**config.mk**
```make
export PLATFORM = sky130hd
export DESIGN_NAME = synth_control_word_decoder
export DESIGN_NICKNAME = d
export VERILOG_FILES = /design/src/logic/synth_ctrl_pkg.sv /design/src/logic/resync_timer.sv /design/src/logic/shift_loader.sv /design/src/logic/synth_control_word_decoder.sv
export SDC_FILE = /design/constraint.sdc
export NUM_CORES = 1
export LEC_CHECK = 0
export BUFFER_PORTS_ARGS = -buffer_cell sky130_fd_sc_hd__buf_2
export CAP_MARGIN = 10
export CELL_PAD_IN_SITES_DETAIL_PLACEMENT = 0
export CELL_PAD_IN_SITES_GLOBAL_PLACEMENT = 1
export CORE_MARGIN = 5
export CORE_UTILIZATION = 45
export CTS_BUF_LIST = sky130_fd_sc_hd__clkbuf_4 sky130_fd_sc_hd__clkbuf_8
export CTS_CLUSTER_SIZE = 12
export DETAILED_ROUTE_END_ITERATION = 8
export GPL_ROUTABILITY_DRIVEN = 0
export PLACE_DENSITY_LB_ADDON = 0.1
export SYNTH_ARGS = -nofsm -noshare
export SYNTH_HDL_FRONTEND = slang
export SYNTH_SLANG_ARGS = --single-unit
```
**constraint.sdc**
```tcl
create_clock -name CLK_IN -period 5 [get_ports CLK_IN]
set_input_delay 1 -clock CLK_IN [delete_from_list [all_inputs] [get_ports CLK_IN]]
set_output_delay 1 -clock CLK_IN [all_outputs]
set_load 0.01 [all_outputs]
```
**src/logic/synth_ctrl_pkg.sv**
```systemverilog
// constants for the synthesizer control word decoder
// assumes a 32-bit word shifted msb first, control field in bits 2:0
package synth_ctrl_pkg;
  localparam int WORD_W = 32;
  localparam logic [2:0] CTL_REG0 = 3'h0;
  localparam logic [2:0] CTL_REG1 = 3'h1;
  localparam logic [2:0] CTL_REG2 = 3'h2;
  localparam logic [2:0] CTL_REG3 = 3'h3;
  localparam logic [2:0] CTL_REG4 = 3'h4;
  localparam logic [2:0] CTL_REG5 = 3'h5;
  // register 2 fields
  localparam int R2_REF_HALVER = 24;
  localparam int R2_DBL_BUF = 13;
  localparam int R2_SHUTDOWN = 5;
  localparam int R2_CP_ISOLATE = 4;
  localparam int R2_CNT_HOLD = 3;
  // register 3 fields
  localparam int BRC_BOOST = 18;
  localparam int BRC_MODE_HI = 16;
  localparam int BRC_MODE_LO = 15;
  localparam int BRC_DIV_HI = 14;
  localparam int BRC_DIV_LO = 3;
  localparam logic [1:0] CLKDIV_OFF = 2'h0;
  localparam logic [1:0] CLKDIV_RESYNC = 2'h2;
  // register 4 fields
  localparam int OPC_FB_SRC = 23;
  localparam int OPC_ODIV_HI = 22;
  localparam int OPC_ODIV_LO = 20;
  localparam int OPC_MUTE = 10;
  localparam int OPC_RF_EN = 5;
  localparam int OPC_PWR_HI = 4;
  localparam int OPC_PWR_LO = 3;
  // register 5 fields
  localparam int LPC_BACKLASH_HI = 31;
  localparam int LPC_BACKLASH_LO = 30;
  localparam int LPC_CHG_CANCEL = 29;
  localparam int LPC_LOCKPIN_HI = 23;
  localparam int LPC_LOCKPIN_LO = 22;
  localparam logic [WORD_W-1:0] WORD_RESET = 32'h0000_0000;
  localparam logic [1:0] SYNC_COUNT_TARGET = 2'h2;
endpackage

```
**src/logic/resync_timer.sv**
```systemverilog
// phase resync timer: counts sync ticks, flags the second one after a load
// assumes a pfd-rate tick input from the analog side
`timescale 1ns/1ps
module resync_timer (
  input wire logic clk_in,
  input wire logic rst_b_in,
  input wire logic enable_in,
  input wire logic pfd_tick_in,
  input wire logic [11:0] div_value_in,
  input wire logic [11:0] modulus_in,
  input wire logic restart_in,
  output logic sync_out,
  output logic realign_out
);
  typedef struct packed {
    logic [11:0] div_cnt;
    logic [11:0] tick_cnt;
    logic [1:0] syncs;
    logic sync;
    logic realign;
  } rt_t;
  rt_t s_q, s_d;
  //////////////////////////////////////////////////////////////////
  // interval = div value * modulus pfd ticks
  always_comb
  begin
    s_d = s_q;
    s_d.sync = 1'b0;
    s_d.realign = 1'b0;
    if (!enable_in || restart_in)
    begin
      s_d.div_cnt = '0;
      s_d.tick_cnt = '0;
      if (restart_in)
      begin
        s_d.syncs = '0;
      end
    end
    else if (pfd_tick_in)
    begin
      if (s_q.tick_cnt + 12'h001 >= modulus_in)
      begin
        s_d.tick_cnt = '0;
        if (s_q.div_cnt + 12'h001 >= div_value_in)
        begin
          s_d.div_cnt = '0;
          s_d.sync = 1'b1;
          if (s_q.syncs != synth_ctrl_pkg::SYNC_COUNT_TARGET)
          begin
            s_d.syncs = s_q.syncs + 2'h1;
            // second sync after load realigns
            s_d.realign = (s_q.syncs + 2'h1) == synth_ctrl_pkg::SYNC_COUNT_TARGET;
          end
        end
        else
        begin
          s_d.div_cnt = s_q.div_cnt + 12'h001;
        end
      end
      else
      begin
        s_d.tick_cnt = s_q.tick_cnt + 12'h001;
      end
    end
  end
  always_ff @(posedge clk_in)
  begin
    if (!rst_b_in)
    begin
      s_q <= '0;
    end
    else
    begin
      s_q <= s_d;
    end
  end
  assign sync_out = s_q.sync;
  assign realign_out = s_q.realign;
endmodule

```
**src/logic/shift_loader.sv**
```systemverilog
// serial word shifter with load-enable edge detect
// assumes data, clock-of-data strobe and load enable are synchronous to CLK_IN
`timescale 1ns/1ps
module shift_loader (
  input wire logic clk_in,
  input wire logic rst_b_in,
  input wire logic data_in,
  input wire logic shift_in,
  input wire logic load_enable_in,
  output logic [31:0] word_out,
  output logic load_out
);
  typedef struct packed {
    logic [31:0] sr;
    logic load_prev; // load enable seen at the last edge
  } shl_t;
  shl_t s_q, s_d;
  //////////////////////////////////////////////////////////////////
  // shift on strobe, pulse on load-enable rise
  always_comb
  begin
    s_d = s_q;
    s_d.load_prev = load_enable_in;
    if (shift_in)
    begin
      s_d.sr = {s_q.sr[30:0], data_in}; // msb first
    end
  end
  always_ff @(posedge clk_in)
  begin
    if (!rst_b_in)
    begin
      s_q <= '0;
    end
    else
    begin
      s_q <= s_d;
    end
  end
  assign word_out = s_q.sr;
  assign load_out = load_enable_in & ~s_q.load_prev; // rising edge
endmodule

```
**src/logic/synth_control_word_decoder.sv**
```systemverilog
// control word decoder for a fractional-n synthesizer
// assumes serial data, shift strobe and load enable synchronous to CLK_IN
// Behaviour
// control code 2/3/4/5 picks target register
// shutdown bit one powers down, zero runs
// registers kept and loadable during shutdown
// shutdown holds counters, isolates pump, mutes
// isolate bit three-states the charge pump
// hold bit resets reference and feedback counters
// boost adds pump current until near lock
// host sets reference halver before boost
// mode 10 resyncs, 00 disables divider
// twelve-bit divider value sets resync timeout
// feedback bit picks oscillator or divider output
// three-bit field selects output divider ratio
// mute-until-locked holds output off till lock
// enable bit switches primary output on
// two-bit field sets output power level
// host writes antibacklash width as 00
// charge cancel on; host clears in fractional
// two-bit field selects lock pin behaviour
// host programs registers five down to zero
// host keeps reference and numerator in range
// second sync after load realigns output phase
// double buffer bit defers output divider update
// word lands only on load-enable rise
`timescale 1ns/1ps
module synth_control_word_decoder (
  input wire logic CLK_IN,
  input wire logic RST_B_IN,
  input wire logic SER_DATA_IN,
  input wire logic SER_SHIFT_IN,
  input wire logic LOAD_ENABLE_IN,
  input wire logic LOCK_DETECT_IN,
  input wire logic NEAR_LOCK_IN,
  input wire logic PFD_TICK_IN,
  input wire logic [11:0] FRACTION_MODULUS_IN,
  output logic SHUTDOWN_OUT,
  output logic CP_THREE_STATE_OUT,
  output logic COUNTER_RESET_OUT,
  output logic LOCK_DETECT_RESET_OUT,
  output logic BOOST_CELL_OUT,
  output logic REFERENCE_HALVER_OUT,
  output logic [1:0] CLKDIV_MODE_OUT,
  output logic [11:0] CLKDIV_VALUE_OUT,
  output logic SYNC_PULSE_OUT,
  output logic PHASE_REALIGN_OUT,
  output logic FEEDBACK_DIRECT_OUT,
  output logic [2:0] OUTPUT_DIVIDER_OUT,
  output logic RF_OUTPUT_ON_OUT,
  output logic [1:0] RF_POWER_OUT,
  output logic [1:0] ANTIBACKLASH_WIDTH_OUT,
  output logic CHARGE_CANCEL_ENABLE_OUT,
  output logic [1:0] LOCK_INDICATOR_PIN_MODE_OUT,
  output logic [31:0] REG2_WORD_OUT
);
  //////////////////////////////////////////////////////////////////
  // state
  typedef struct packed {
    logic [31:0] reg2; // shutdown / pump / counter bits
    logic [31:0] reg3; // boost_resync_config_word
    logic [31:0] reg4; // output_path_config_word
    logic [31:0] reg5; // lock_pin_pfd_config_word
    logic [2:0] odiv_pend; // output divider waiting for reg0 write
    logic [2:0] odiv_act; // output divider in use
    logic boost_done; // boost already released since the last reg0 write
    logic [31:0] out_flags; // registered outputs, packed below
  } st_t;
  st_t s_q, s_d;
  logic [31:0] word; // shifted word
  logic load; // load-enable rising pulse
  logic sync_p; // resync interval tick
  logic realign_p; // second sync after load
  logic resync_en; // resync mode active
  //////////////////////////////////////////////////////////////////
  // field extraction helper
  function automatic logic [1:0] field2(input logic [31:0] w, input int lo);
    field2 = w[lo +: 2];
  endfunction
  //////////////////////////////////////////////////////////////////
  // serial front end
  shift_loader u_shift (
    .clk_in(CLK_IN),
    .rst_b_in(RST_B_IN),
    .data_in(SER_DATA_IN),
    .shift_in(SER_SHIFT_IN),
    .load_enable_in(LOAD_ENABLE_IN),
    .word_out(word),
    .load_out(load)
  );
  assign resync_en = field2(s_q.reg3, synth_ctrl_pkg::BRC_MODE_LO)
    == synth_ctrl_pkg::CLKDIV_RESYNC;
  resync_timer u_resync (
    .clk_in(CLK_IN),
    .rst_b_in(RST_B_IN),
    .enable_in(resync_en),
    .pfd_tick_in(PFD_TICK_IN),
    .div_value_in(s_q.reg3[synth_ctrl_pkg::BRC_DIV_HI:synth_ctrl_pkg::BRC_DIV_LO]),
    .modulus_in(FRACTION_MODULUS_IN),
    .restart_in(load),
    .sync_out(sync_p),
    .realign_out(realign_p)
  );
  //////////////////////////////////////////////////////////////////
  // register load and derived controls
  always_comb
  begin
    logic sd;
    logic [1:0] mode;
    sd = 1'b0;
    mode = 2'h0;
    s_d = s_q;
    // loading continues regardless of shutdown
    if (load)
    begin
      case (word[2:0])
        synth_ctrl_pkg::CTL_REG2: s_d.reg2 = word;
        synth_ctrl_pkg::CTL_REG3: s_d.reg3 = word;
        synth_ctrl_pkg::CTL_REG4: s_d.reg4 = word;
        synth_ctrl_pkg::CTL_REG5: s_d.reg5 = word;
        default: s_d.reg2 = s_q.reg2; // other words not held here
      endcase
      if (word[2:0] == synth_ctrl_pkg::CTL_REG4)
      begin
        s_d.odiv_pend = word[synth_ctrl_pkg::OPC_ODIV_HI:synth_ctrl_pkg::OPC_ODIV_LO];
        if (!s_q.reg2[synth_ctrl_pkg::R2_DBL_BUF])
        begin
          s_d.odiv_act = s_d.odiv_pend; // direct when unbuffered
        end
      end
      if (word[2:0] == synth_ctrl_pkg::CTL_REG0)
      begin
        s_d.odiv_act = s_q.odiv_pend; // buffered value takes effect
        s_d.boost_done = 1'b0; // new frequency re-arms boost
      end
    end
    if (NEAR_LOCK_IN)
    begin
      s_d.boost_done = 1'b1; // revert to programmed current
    end
    sd = s_d.reg2[synth_ctrl_pkg::R2_SHUTDOWN];
    mode = field2(s_d.reg3, synth_ctrl_pkg::BRC_MODE_LO);
    s_d.out_flags = '0;
    s_d.out_flags[0] = sd;
    s_d.out_flags[1] = sd | s_d.reg2[synth_ctrl_pkg::R2_CP_ISOLATE];
    s_d.out_flags[2] = sd | s_d.reg2[synth_ctrl_pkg::R2_CNT_HOLD];
    s_d.out_flags[3] = sd; // lock detector reset
    s_d.out_flags[4] = s_d.reg3[synth_ctrl_pkg::BRC_BOOST] & ~s_d.boost_done & ~sd;
    s_d.out_flags[5] = ~sd & s_d.reg4[synth_ctrl_pkg::OPC_RF_EN]
      & ~(s_d.reg4[synth_ctrl_pkg::OPC_MUTE] & ~LOCK_DETECT_IN);
    s_d.out_flags[6] = s_d.reg4[synth_ctrl_pkg::OPC_FB_SRC];
    s_d.out_flags[7] = s_d.reg5[synth_ctrl_pkg::LPC_CHG_CANCEL];
    s_d.out_flags[9:8] = (mode == synth_ctrl_pkg::CLKDIV_OFF) ? 2'h0 : mode;
  end
  always_ff @(posedge CLK_IN)
  begin
    if (!RST_B_IN)
    begin
      s_q <= '0;
    end
    else
    begin
      s_q <= s_d;
    end
  end
  //////////////////////////////////////////////////////////////////
  // outputs from flip-flops
  assign SHUTDOWN_OUT = s_q.out_flags[0];
  assign CP_THREE_STATE_OUT = s_q.out_flags[1];
  assign COUNTER_RESET_OUT = s_q.out_flags[2];
  assign LOCK_DETECT_RESET_OUT = s_q.out_flags[3];
  assign BOOST_CELL_OUT = s_q.out_flags[4];
  assign RF_OUTPUT_ON_OUT = s_q.out_flags[5];
  assign FEEDBACK_DIRECT_OUT = s_q.out_flags[6];
  assign CHARGE_CANCEL_ENABLE_OUT = s_q.out_flags[7];
  assign CLKDIV_MODE_OUT = s_q.out_flags[9:8];
  assign REFERENCE_HALVER_OUT = s_q.reg2[synth_ctrl_pkg::R2_REF_HALVER];
  assign CLKDIV_VALUE_OUT = s_q.reg3[synth_ctrl_pkg::BRC_DIV_HI:synth_ctrl_pkg::BRC_DIV_LO];
  assign OUTPUT_DIVIDER_OUT = s_q.odiv_act;
  assign RF_POWER_OUT = field2(s_q.reg4, synth_ctrl_pkg::OPC_PWR_LO);
  assign ANTIBACKLASH_WIDTH_OUT = field2(s_q.reg5, synth_ctrl_pkg::LPC_BACKLASH_LO);
  assign LOCK_INDICATOR_PIN_MODE_OUT = field2(s_q.reg5, synth_ctrl_pkg::LPC_LOCKPIN_LO);
  assign SYNC_PULSE_OUT = sync_p;
  assign PHASE_REALIGN_OUT = realign_p;
  assign REG2_WORD_OUT = s_q.reg2;
endmodule

```
# Word level (Yosys, flattened, before mapping)
# Cells that the tools add are included.
# word_totals
output_inout_bits	66
word_cells	90
register_bits	206
# op_classes
eq_ne	9
n_reduce_logical	20
n_lt_le_gt_ge	2
bitwise_logic	18
addsub	3
muxes	18
# ops
cell	count
$mux W109	1
$mux W32	3
$add A12 B1 Y12 const B	2
$ge A12 B12 Y1	2
$mux W12	2
$mux W4	4
$mux W6	2
$not A1 Y1	10
$reduce_and A2 Y1	5
$reduce_bool A2 Y1	5
$and A1 B1 Y1	6
$eq A3 B2 Y1 const B	2
$eq A3 B3 Y1 const B	2
$mux W2	3
$reduce_or A6 Y1	1
$reduce_and A5 Y1	1
$eq A2 B2 Y1 const B	2
$ne A2 B1 Y1 const B	2
$reduce_or A2 Y1	2
$reduce_or A4 Y1	1
$logic_not A3 Y1	1
$mux W3	1
$reduce_and A3 Y1	1
$add A2 B1 Y2 const B	1
6 further kinds	8

# Logic depth before layout (Yosys ltp)
# Gate-level depths: netlist of run 1.
# logic_depth
depth_word	8
ltp_mapped	14

# Hierarchy
# A second synthesis of run 1 with hierarchy kept.
# unflattened
hier_cells	742
hier_area_um2	6652.6
# modules_own_cells
module	cells_each	area_per_inst_um2	instances
synth_control_word_decoder	340	2945.3	1
resync_timer	264	2190.9	1
shift_loader	138	1516.5	1

# Worst setup path before layout of run 1
# OpenSTA, ideal clock, no wires.
# synth_timing
path_kind	register to register
startpoint	register u_resync.s_q[4] (netlist bit)
endpoint	register u_resync.s_q[19] (netlist bit)
period_less_slack_ns	2.947
stages_incl_launch_ff	14
t_required_ns	4.878
arrival_time_ns	2.825
n_path_buf	2
slack_ns	2.053
path_cell_list	dfxtp_1 ha_1 and3_1 and3_1 clkbuf_1 nand3_1 xnor2_1 ha_1 nand4_1 o21bai_1 o21a_1 a211oi_1 clkbuf_1 a221o_1
# synth_via
elab_chain_len	3
# synth_lines
element	line_no	rtl
start, declared	resync_timer.sv:22	rt_t s_q, s_d;
start signal, assigned	resync_timer.sv:70	s_q <= '0;
start signal, assigned	resync_timer.sv:74	s_q <= s_d;
$add A12 B1 Y12	resync_timer.sv:41	if (s_q.tick_cnt + 12'h001 >= modulus_in)
$ge A12 B12 Y1	resync_timer.sv:41	
$reduce_and A2 Y1 (no source line)	-	
# No other way between the ends.
# A chain may end at the register's enable or synchronous reset.

# Worst setup path in the final report of run 1
# layout_timing
startpoint	register u_resync.s_q[4] (netlist bit)
endpoint	register u_resync.s_q[11] (netlist bit)
# layout_via
elab_chain_len	3
# layout_lines
element	line_no
$add A12 B1 Y12 (*)	resync_timer.sv:41, resync_timer.sv:62
$ge A12 B12 Y1	resync_timer.sv:41
$mux W12 (*)	resync_timer.sv:41
# Every way passes the cells marked *; elsewhere a longest branch is shown, timed or not.

==> results.json, run 1 <==
{
  "outcome": "finished, final reports clean",
  "final_antenna_net_count": 0,
  "initial_core_util": 0.4598,
  "overflow": 0,
  "synth.most_common_cell": "dfxtp_1",
  "critPathTopFamily": "compound AO/OA/AOI/OAI gates",
  "combinationalPowerShare": 0.034,
  "maxSlewViolCount": 0,
  "grt.total_usage": 0.1642,
  "fmaxAchievable_ghz": 0.2834,
  "crit_buf_inv": 0,
  "cts_buffers": 17,
  "io_buffers": 85,
  "yosysWarnings": 0,
  "die-width_um": 129.1,
  "first_pass_iters": 4,
  "setup_viol": 0,
  "slowest_stage": "a2111oi_4",
  "rows": 43,
  "syn-cell-area_mm2": 0.006382,
  "dieArea_mm2": 0.01666,
  "p_per_area_mw_per_mm2": 295.0,
  "avgSynthCellArea_um2": 9.223,
  "reg2reg_setup_slack_ns": 1.47,
  "end_kind": "flip-flop",
  "p_int_uw": 1587,
  "via_count": 4507,
  "core-area_mm2": 0.01388,
  "ys_seq_elements": 131,
  "worst-path-stages": 11,
  "rsz0062_at_grt": "no",
  "p_switching_uw": 449.6,
  "dp_hpwl_mm": 9.137,
  "cp.arrival_ns": 3.87,
  "fillers": 1336,
  "pwr-share-seq": 0.515,
  "maxCapViolCount": 0,
  "crit_start": "u_resync.s_q[4]$_SDFFE_PP0P_",
  "clkTransAtPathRegs_ns": 0.07,
  "post_cts_resized": 0,
  "max_slew_margin": 0.3133,
  "fin_skew_ns": 0.007904,
  "switching_share": 0.2208,
  "clock_path_buffers": 2,
  "grt_max_degree": 104,
  "antenna_found_initial": 0,
  "clock-sinks": 131,
  "htreeDepth": 4,
  "critPathMaxFanout": 14,
  "period_minus_slack_ns": 3.528,
  "synth_ff_type": "dfxtp_1",
  "final.setup.tns_ns": 0,
  "ff2ff_path_depth": 11,
  "syn_nets": 740,
  "p_leak_uw": 0.003041,
  "min_path_type": "flip-flop to flip-flop",
  "yosysSeqAreaShare": 0.4109,
  "ioPinCount": 86,
  "die_h_um": 129.1,
  "r2r-end": "u_resync.s_q[11]$_SDFFE_PP0P_",
  "wire_per_inst_um": 14.67,
  "synth_top_cell_area_share": 0.4109,
  "max-vdd-ir-drop_mv": 0.1541,
  "tightest_slew_ns": 1.027,
  "final_nets": 755,
  "cts_hold_buf": 0,
  "drc_errors": 0,
  "cpPeakStageDelay_ns": 0.85,
  "cts_setup_buffers": 0,
  "fin_util": 0.4974,
  "synthTopCellsByCount": "131 x dfxtp_1, 84 x nand2_1, 60 x nor2b_1, 59 x mux2i_1, 57 x buf_4",
  "synthCells": 692,
  "synth_top_area_cell": "dfxtp_1",
  "vias_per_cell": 5.013,
  "async_reset_ff_frac": 0,
  "cts_tree": "built",
  "diodes": 0,
  "grt_pass1_vias": 4387,
  "yosys.cell_types.count": 60,
  "yosys-top-cells-area": "dfxtp_1 41%, mux2i_1 9.3%, buf_4 6.7%",
  "grt_pass1_wl_mm": 21.96,
  "startpoint_type": "flip-flop",
  "synth_edf_count": 0,
  "fin_crit_sh": 0.7057,
  "insertion_delay_ns": 0.44,
  "worstPathRequired_ns": 5.34,
  "crit_chain": "ha_1 > and3_1 > and3_1 > nand3_1 > xnor2_1 > ha_1 > nand4_1 > nor2_1 > a2111oi_4 > o21ai_0 > a311oi_1",
  "dpl.cell_count": 868,
  "wl_mm": 13.19,
  "p_clk_frac": 0.451,
  "hold_viol_final": 0,
  "cp-endpoint": "u_resync.s_q[11]$_SDFFE_PP0P_",
  "instances_no_fill": 899,
  "reg2reg_from": "u_resync.s_q[4]$_SDFFE_PP0P_",
  "layout-drive-gt1-share": 0.1878,
  "syn2layout_area_growth_pct": 8.175,
  "cts_root_buf": "clkbuf_8",
  "drtIter0Drc": 224,
  "crit_type": "flip-flop to flip-flop"
}
[state kept, by name, summed over array words and instances, names as in the netlist, 2 cells and up]
name and cells:
RF_POWER_OUT 2, ANTIBACKLASH_WIDTH_OUT 2, LOCK_INDICATOR_PIN_MODE_OUT 2, CLKDIV_MODE_OUT 2, s_q 10, OUTPUT_DIVIDER_OUT 3, u_shift.word_out 32, REG2_WORD_OUT 31
CLKDIV_VALUE_OUT 12, u_resync.s_q 26
[cell type report]
class | instances | area (µm²) | share of cell area
Tap cell | 180 | 225.2 | 0.03262
Multi-Input combinational cell | 441 | 3089 | 0.4474
Clock buffer | 23 | 310.3 | 0.04494
Timing Repair Buffer | 89 | 455.4 | 0.06597
Inverter | 27 | 101.3 | 0.01468
Clock inverter | 8 | 100.1 | 0.01450
Sequential cell | 131 | 2623 | 0.3798
[stage by stage]
stage / hold slack, ns / power, µW / worst slack, ns / area (µm²)
after floorplan: 0.4417 / 1123 / 2.053 / 6382
after global placement: 0.4471 / 1141 / 1.731 / 6494
after detailed placement: 0.4565 / 1143 / 1.548 / 6494
after CTS: 0.4671 / 2061 / 1.460 / 6904
after global routing: 0.4875 / 2124 / 1.146 / 6904
final: 0.4616 / 2036 / 1.472 / 6904
[cell usage in the layout, fill, tap and decap left out, types with 5 or more instances in the layout]
cell	count
dfxtp_1	131
buf_2	85
nand2_1	84
nor2b_1	60
mux2i_1	59
a21boi_0	35
ha_1	28
inv_1	27
nand3_1	26
nor2_1	22
clkbuf_8	22
xnor2_1	13
a21oi_1	10
and3_1	9
a22oi_1	7
nand2b_1	6
xor2_1	6
a211oi_1	5
o21ai_0	5
[logic make-up (layout without fill, tap and decap cells)]
group,after synthesis,after routing,share of synthesized area
adders and majority gates,28,28,0.05489
and+or+nand+nor,234,234,0.1880
xor gates and xnor gates,19,19,0.02607
muxes,60,60,0.09430
AOI/OAI and AO/OA,100,100,0.1194
DFF,131,131,0.4109
buffers and inverters,120,147,0.1064
[power groups by stage]
stage	logic [µW]	registers [µW]	clock network [µW]
2_1_floorplan	53.8	1070	0
3_3_place_gp	68.2	1070	0
3_5_place_dp	70.0	1070	0
4_1_cts	70.5	1050	942
5_1_grt	76.4	1050	999
6_report	69.0	1050	919
[worst min-delay path, delay by kind of cell (launching register included)]
kind | cells | cell delay (ns)
AOI/OAI and AO/OA | 1 | 0.06
DFF | 1 | 0.31
and+or+nand+nor | 1 | 0.04
[layer usage]
layer  share of wire  GRT usage  up-vias
met5               0          0        -
met4           0.014    0.05930        0
met3           0.045    0.04122       16
met2            0.45     0.2607       80
met1            0.49     0.2176     2094
li1                -          -     2317
[worst min path at each step]
| stage | startpoint | to | depth (start not counted) |
|---|---|---|---|
| 5_1_grt | REG2_WORD_OUT[18]$_SDFFE_PN0P_ | REG2_WORD_OUT[18]$_SDFFE_PN0P_ | 2 |
| 6_report | REG2_WORD_OUT[31]$_SDFFE_PN0P_ | REG2_WORD_OUT[31]$_SDFFE_PN0P_ | 2 |
| 3_3_place_gp | REG2_WORD_OUT[1]$_SDFFE_PN0P_ | REG2_WORD_OUT[1]$_SDFFE_PN0P_ | 1 |
| 2_1_floorplan | REG2_WORD_OUT[1]$_SDFFE_PN0P_ | REG2_WORD_OUT[1]$_SDFFE_PN0P_ | 1 |
| 3_5_place_dp | REG2_WORD_OUT[31]$_SDFFE_PN0P_ | REG2_WORD_OUT[31]$_SDFFE_PN0P_ | 2 |
| 4_1_cts | REG2_WORD_OUT[31]$_SDFFE_PN0P_ | REG2_WORD_OUT[31]$_SDFFE_PN0P_ | 2 |
Note: power is estimated with default switching activity, not from simulation.
==> run 2, diff against run 1 <==
Clock period 5 ns to 3.55 ns, I/O delays scaled along.
==> run 2 against run 1 <==
Net effect: sequential cell count is the same; die area is the same; global-route usage grew 0.46 points; largest power group unchanged.
==> results.json, run 2 (synthesis gave the netlist of run 1 again) <==
{
  "startpoint_type": "flip-flop",
  "slowest_stage": "a2111oi_4",
  "die_h_um": 129.1,
  "dieArea_mm2": 0.01666,
  "final_nets": 758,
  "fmaxAchievable_ghz": 0.3032,
  "core-area_mm2": 0.01388,
  "whs_path_depth": 2,
  "clock_path_buffers": 2,
  "max-vdd-ir-drop_mv": 0.2446,
  "dp_hpwl_mm": 9.321,
  "instances_no_fill": 903,
  "vias_per_cell": 5.074,
  "io_buffers": 85,
  "maxSlewViolCount": 0,
  "layout_common_cells": "131 x dfxtp_1, 85 x buf_2, 84 x nand2_1",
  "clkTransAtPathRegs_ns": 0.07,
  "largest_reg_flops": 32,
  "crit_chain": "ha_1 > and3_1 > and3_1 > nand3_1 > xnor2_1 > ha_1 > nand4_1 > nor2_1 > a2111oi_4 > buf_4 > nand2_2 > a311oi_1",
  "cts_hold_buf": 0,
  "r2r-end": "u_resync.s_q[9]$_SDFFE_PP0P_",
  "cts_root_buf": "clkbuf_8",
  "layout-drive-gt1-share": 0.1950,
  "clock-sinks": 131,
  "final_common_cell": "dfxtp_1",
  "fin_skew_ns": 0.01145,
  "htreeDepth": 4,
  "max_slew_margin": 0.3294,
  "rows": 43,
  "fin_crit_sh": 0.9289,
  "hold_viol_final": 0,
  "power.total_uw": 2921,
  "overflow": 0,
  "cts_buffers": 17,
  "die-width_um": 129.1,
  "tightest_slew_ns": 1.006,
  "ioPinCount": 86,
  "drc_errors": 0,
  "ff2ff_path_depth": 12,
  "min_to": "REG2_WORD_OUT[20]$_SDFFE_PN0P_",
  "cp.arrival_ns": 3.65,
  "grt_pass1_wl_mm": 22.59,
  "end_kind": "flip-flop",
  "cts_tree": "built",
  "p_leak_uw": 0.003059,
  "min_path_type": "flip-flop to flip-flop",
  "reg2reg_from": "u_resync.s_q[5]$_SDFFE_PP0P_",
  "setup_slack_ns": 0.2523,
  "p_per_area_mw_per_mm2": 420.1,
  "final_antenna_net_count": 0,
  "fillers": 1368,
  "wire_per_inst_um": 14.81,
  "setup_viol": 0,
  "via_count": 4582,
  "reg2reg_setup_slack_ns": 0.25,
  "grt_pass1_vias": 4574,
  "first_pass_iters": 4,
  "cpPeakStageDelay_ns": 0.68,
  "pre_cts_slack_ns": -0.09856,
  "worstHoldStart": "REG2_WORD_OUT[20]$_SDFFE_PN0P_",
  "diodes": 0,
  "drtIter0Drc": 234,
  "wl_mm": 13.38,
  "initial_core_util": 0.4598,
  "insertion_delay_ns": 0.44,
  "maxCapViolCount": 0,
  "syn2layout_area_growth_pct": 8.920,
  "grt_max_degree": 104,
  "crit_type": "flip-flop to flip-flop",
  "period_minus_slack_ns": 3.298,
  "grt.total_usage": 0.1689,
  "critPathMaxFanout": 10,
  "final.setup.tns_ns": 0,
  "rsz0062_at_grt": "no",
  "antenna_found_initial": 0,
  "worstPathRequired_ns": 3.90,
  "outcome": "finished, final reports clean",
  "dpl.cell_count": 871
}
==> run 2: changes by cell type in the layout (fill, tap and decap cells not counted), moves of 2 or more <==
cell / delta
clkbuf_8: -4
inv_6: +5
buf_4: +3
clkinv_2: -2
==> run 2: area by class of cell <==
class / instances / area (µm²) / area share
inverters: 27 / 101.3 / 0.01458
flip-flops and latches: 131 / 2623 / 0.3773
repair buffers: 92 / 478.0 / 0.06875
well taps: 180 / 225.2 / 0.03240
clock inverters: 13 / 172.7 / 0.02484
multi-input cells: 441 / 3097 / 0.4455
clock buffers: 19 / 255.2 / 0.03672
==> run 2: worst max-delay path by stage <==
stage,end,cells after the start,from
final,u_resync.s_q[9]$_SDFFE_PP0P_,12,u_resync.s_q[5]$_SDFFE_PP0P_
after floorplan,u_resync.s_q[19]$_SDFFE_PP0N_,13,u_resync.s_q[4]$_SDFFE_PP0P_
after CTS,u_resync.s_q[19]$_SDFFE_PP0N_,12,u_resync.s_q[16]$_SDFFE_PP0N_
after detailed placement,u_resync.s_q[24]$_SDFFE_PP0N_,12,u_resync.s_q[5]$_SDFFE_PP0P_
after global routing,u_resync.s_q[9]$_SDFFE_PP0P_,12,u_resync.s_q[5]$_SDFFE_PP0P_
after global placement,u_resync.s_q[24]$_SDFFE_PP0N_,12,u_resync.s_q[5]$_SDFFE_PP0P_
==> run 2: per-layer routing <==
layer  vias to the layer above  wire length (µm)  track usage
li1                       2315                 -            -
met1                      2155              6580       0.2303
met2                        98              5999       0.2588
met3                        14               617      0.04246
met4                         0               180      0.06362
met5                         -                 0            0
==> run 2: worst max-delay path: cells and delay by family (launching register included) <==
family                     cells  cell delay (ns)
and+or+nand+nor                6             0.89
buffers and inverters          1             0.26
DFF                            1             0.38
xor gates and xnor gates       1             0.21
AOI/OAI and AO/OA              2             0.93
adders and majority gates      2             0.54
==> run 2: stage by stage <==
| stage | cell area [µm²] | utilization | hold WS, ns |
|---|---|---|---|
| after CTS | 6949 | 0.5006 | 0.4634 |
| after detailed placement | 6516 | 0.4694 | 0.4599 |
| final | 6952 | 0.5008 | 0.4663 |
| after floorplan | 6382 | - | 0.4417 |
| after global routing | 6952 | 0.5008 | 0.4863 |
| after global placement | 6516 | 0.4694 | 0.4443 |
==> run 2: power breakdown <==
group / internal, µW / total, µW / leakage (µW) / switching (µW)
sequential: 1470 / 1480 / 0.00106 / 5.84
clock: 734 / 1350 / 0.000215 / 611
combinational: 43.7 / 98.6 / 0.00179 / 55.0
total: 2250 / 2920 / 0.00306 / 672
==> run 2: timing repair <==
item	CTS	global route
setup buffers	0	0
endpoints found under the setup margin	11	9
gates resized for setup	1	2
==> run 3, diff against run 2 <==
Settings changed: CAP_MARGIN 10 to 20, SYNTH_HIERARCHICAL set to 1.
==> run 3 against run 2 <==
Net effect: setup slack better by 0.045 ns; critical endpoint is now u_resync/s_q[22]$_SDFFE_PP0N_; first-iteration DRC count up 35%; highest routed layer unchanged; register-to-register slack better by 0.05 ns; clock-buffer cell count up 1; non-clock buffer count up 4; routed wire length up 2.4%; largest cell class unchanged.
==> results.json, run 3 <==
{
  "outcome": "finished, final reports clean",
  "min_path_type": "flip-flop to flip-flop",
  "synth_top_cell_area_share": 0.3942,
  "multiInputGateArea_mm2": 0.003023,
  "drc_errors": 0,
  "worstPathRequired_ns": 3.87,
  "setup_viol": 0,
  "synth_ff_type": "dfxtp_1",
  "async_reset_ff_frac": 0,
  "maxSlewViolCount": 0,
  "yosysSeqAreaShare": 0.3942,
  "max_slew_margin": 0.3746,
  "synth.most_common_cell": "dfxtp_1",
  "seq_area_mm2": 0.002623,
  "synth_edf_count": 0,
  "maxCapViolCount": 0,
  "clock_path_buffers": 2,
  "synth_top_area_cell": "dfxtp_1",
  "drtIter0Drc": 316,
  "initial_core_util": 0.4577,
  "yosys.cell_types.count": 54,
  "fin_skew_ns": 0.01134,
  "critPathMaxFanout": 8,
  "holdWs_ns": 0.4547,
  "vias_per_cell": 4.991,
  "syn_nets": 790,
  "final_nets": 780,
  "grt_pass1_vias": 4555,
  "fmaxAchievable_ghz": 0.3075,
  "overflow": 0,
  "via_count": 4632,
  "cts_setup_buffers": 0,
  "core-area_mm2": 0.01453,
  "io_buffers": 85,
  "yosys-top-cells-area": "dfxtp_1 39%, buf_4 10%, mux2i_1 7.5%",
  "clkTransAtPathRegs_ns": 0.08,
  "synthTopCellsByCount": "131 x dfxtp_1, 101 x nand2_1, 91 x buf_4, 66 x a21oi_1, 50 x mux2i_1",
  "largest_reg_flops": 32,
  "yosysWarnings": 6,
  "dieArea_mm2": 0.01731,
  "dp_hpwl_mm": 9.900,
  "syn2layout_area_growth_pct": 4.890,
  "cp.arrival_ns": 3.57,
  "synthCells": 742,
  "htreeDepth": 4,
  "crit_type": "flip-flop to flip-flop",
  "avgSynthCellArea_um2": 8.966,
  "insertion_delay_ns": 0.44,
  "cts_buffers": 17,
  "hold_viol_final": 0,
  "wl_mm": 13.70,
  "layout-drive-gt1-share": 0.1895,
  "diodes": 0,
  "syn-cell-area_mm2": 0.006653,
  "final_antenna_net_count": 0,
  "tightest_slew_ns": 0.9382,
  "fin_crit_sh": 0.9162,
  "fillers": 1433,
  "antenna_found_initial": 0,
  "ioPinCount": 86,
  "wire_per_inst_um": 14.76,
  "grt_max_degree": 65,
  "cts_hold_buf": 0,
  "cts_root_buf": "clkbuf_8",
  "p_leak_uw": 0.002975,
  "rows": 44,
  "max-vdd-ir-drop_mv": 0.2596,
  "die_h_um": 131.6,
  "grt.total_usage": 0.1585,
  "layout_common_cells": "131 x dfxtp_1, 101 x nand2_1, 85 x buf_2",
  "first_pass_iters": 4,
  "startpoint_type": "flip-flop",
  "final.setup.tns_ns": 0,
  "grt_pass1_wl_mm": 22.91,
  "end_kind": "flip-flop",
  "clock-sinks": 131,
  "period_minus_slack_ns": 3.252,
  "power.total_uw": 3055,
  "die-width_um": 131.6,
  "final_common_cell": "dfxtp_1",
  "ys_seq_elements": 131,
  "rsz0062_at_grt": "no",
  "p_per_area_mw_per_mm2": 437.9,
  "cts_tree": "built"
}
-- run 3: per-stage QoR --
stage / cells / setup WS [ns] / util / cell area (µm²)
global route: 928 / 0.05477 / 0.4801 / 6978
detailed placement: 896 / 0.1894 / 0.4456 / 6476
CTS: 927 / 0.1969 / 0.4781 / 6949
floorplan: 742 / 0.5792 / - / 6653
finish: 928 / 0.2976 / 0.4801 / 6978
global placement: 896 / 0.3269 / 0.4456 / 6476
-- run 3: layer usage --
metal  vias up  share of wire  track usage
met3        19          0.042      0.04549
li1       2393              -            -
met5         -              0            0
met2        80           0.47       0.2514
met4         0          0.014      0.04971
met1      2140           0.48       0.2093
-- run 3: kinds of logic after synthesis --
| logic type | synth area share |
|---|---|
| and+or+nand+nor | 0.1920 |
| buffers and inverters | 0.1527 |
| DFF | 0.3942 |
| AOI/OAI and AO/OA | 0.1014 |
| muxes | 0.08068 |
| adders and majority gates | 0.05266 |
| xor gates and xnor gates | 0.02633 |
-- run 3: worst paths after layout --
kind,endpoint,depth (start not counted),start,slack (ns)
max reg2reg,u_resync/s_q[22]$_SDFFE_PP0N_,12,u_resync/s_q[16]$_SDFFE_PP0N_,0.30
max,u_resync/s_q[22]$_SDFFE_PP0N_,12,u_resync/s_q[16]$_SDFFE_PP0N_,0.30
min,REG2_WORD_OUT[8]$_SDFFE_PN0P_,2,REG2_WORD_OUT[8]$_SDFFE_PN0P_,0.45
min reg2reg,REG2_WORD_OUT[8]$_SDFFE_PN0P_,2,REG2_WORD_OUT[8]$_SDFFE_PN0P_,0.45
-- run 3: worst max-delay path, stage by stage (launching register included) --
cell      delay [ns]
dfxtp_1         0.40
ha_1            0.23
and3_1          0.24
and3_1          0.27
nand3_1         0.16
xnor2_1         0.17
ha_1            0.27
nand4_1         0.11
a211o_1         0.24
o221ai_1        0.20
or2_0           0.42
o21ai_0         0.16
a32o_1          0.28
-- run 3: report_power, final --
part | internal [µW] | switching [µW] | leakage [µW]
clock | 895 | 589 | 0.000236
combinational | 41.0 | 53.7 | 0.00168
sequential | 1470 | 4.72 | 0.00106
-- run 3: layout make-up --
cell class | count | area share
flip-flops and latches | 131 | 0.3758
clock inverters | 11 | 0.02833
well taps | 184 | 0.03299
inverters | 29 | 0.01560
clock buffers | 20 | 0.03945
multi-input cells | 457 | 0.4332
repair buffers | 96 | 0.07459
-- run 3: timing repair --
action,in CTS,in global routing
hold endpoints to repair,0,0
setup endpoints to repair,0,9
gates resized for setup,0,3
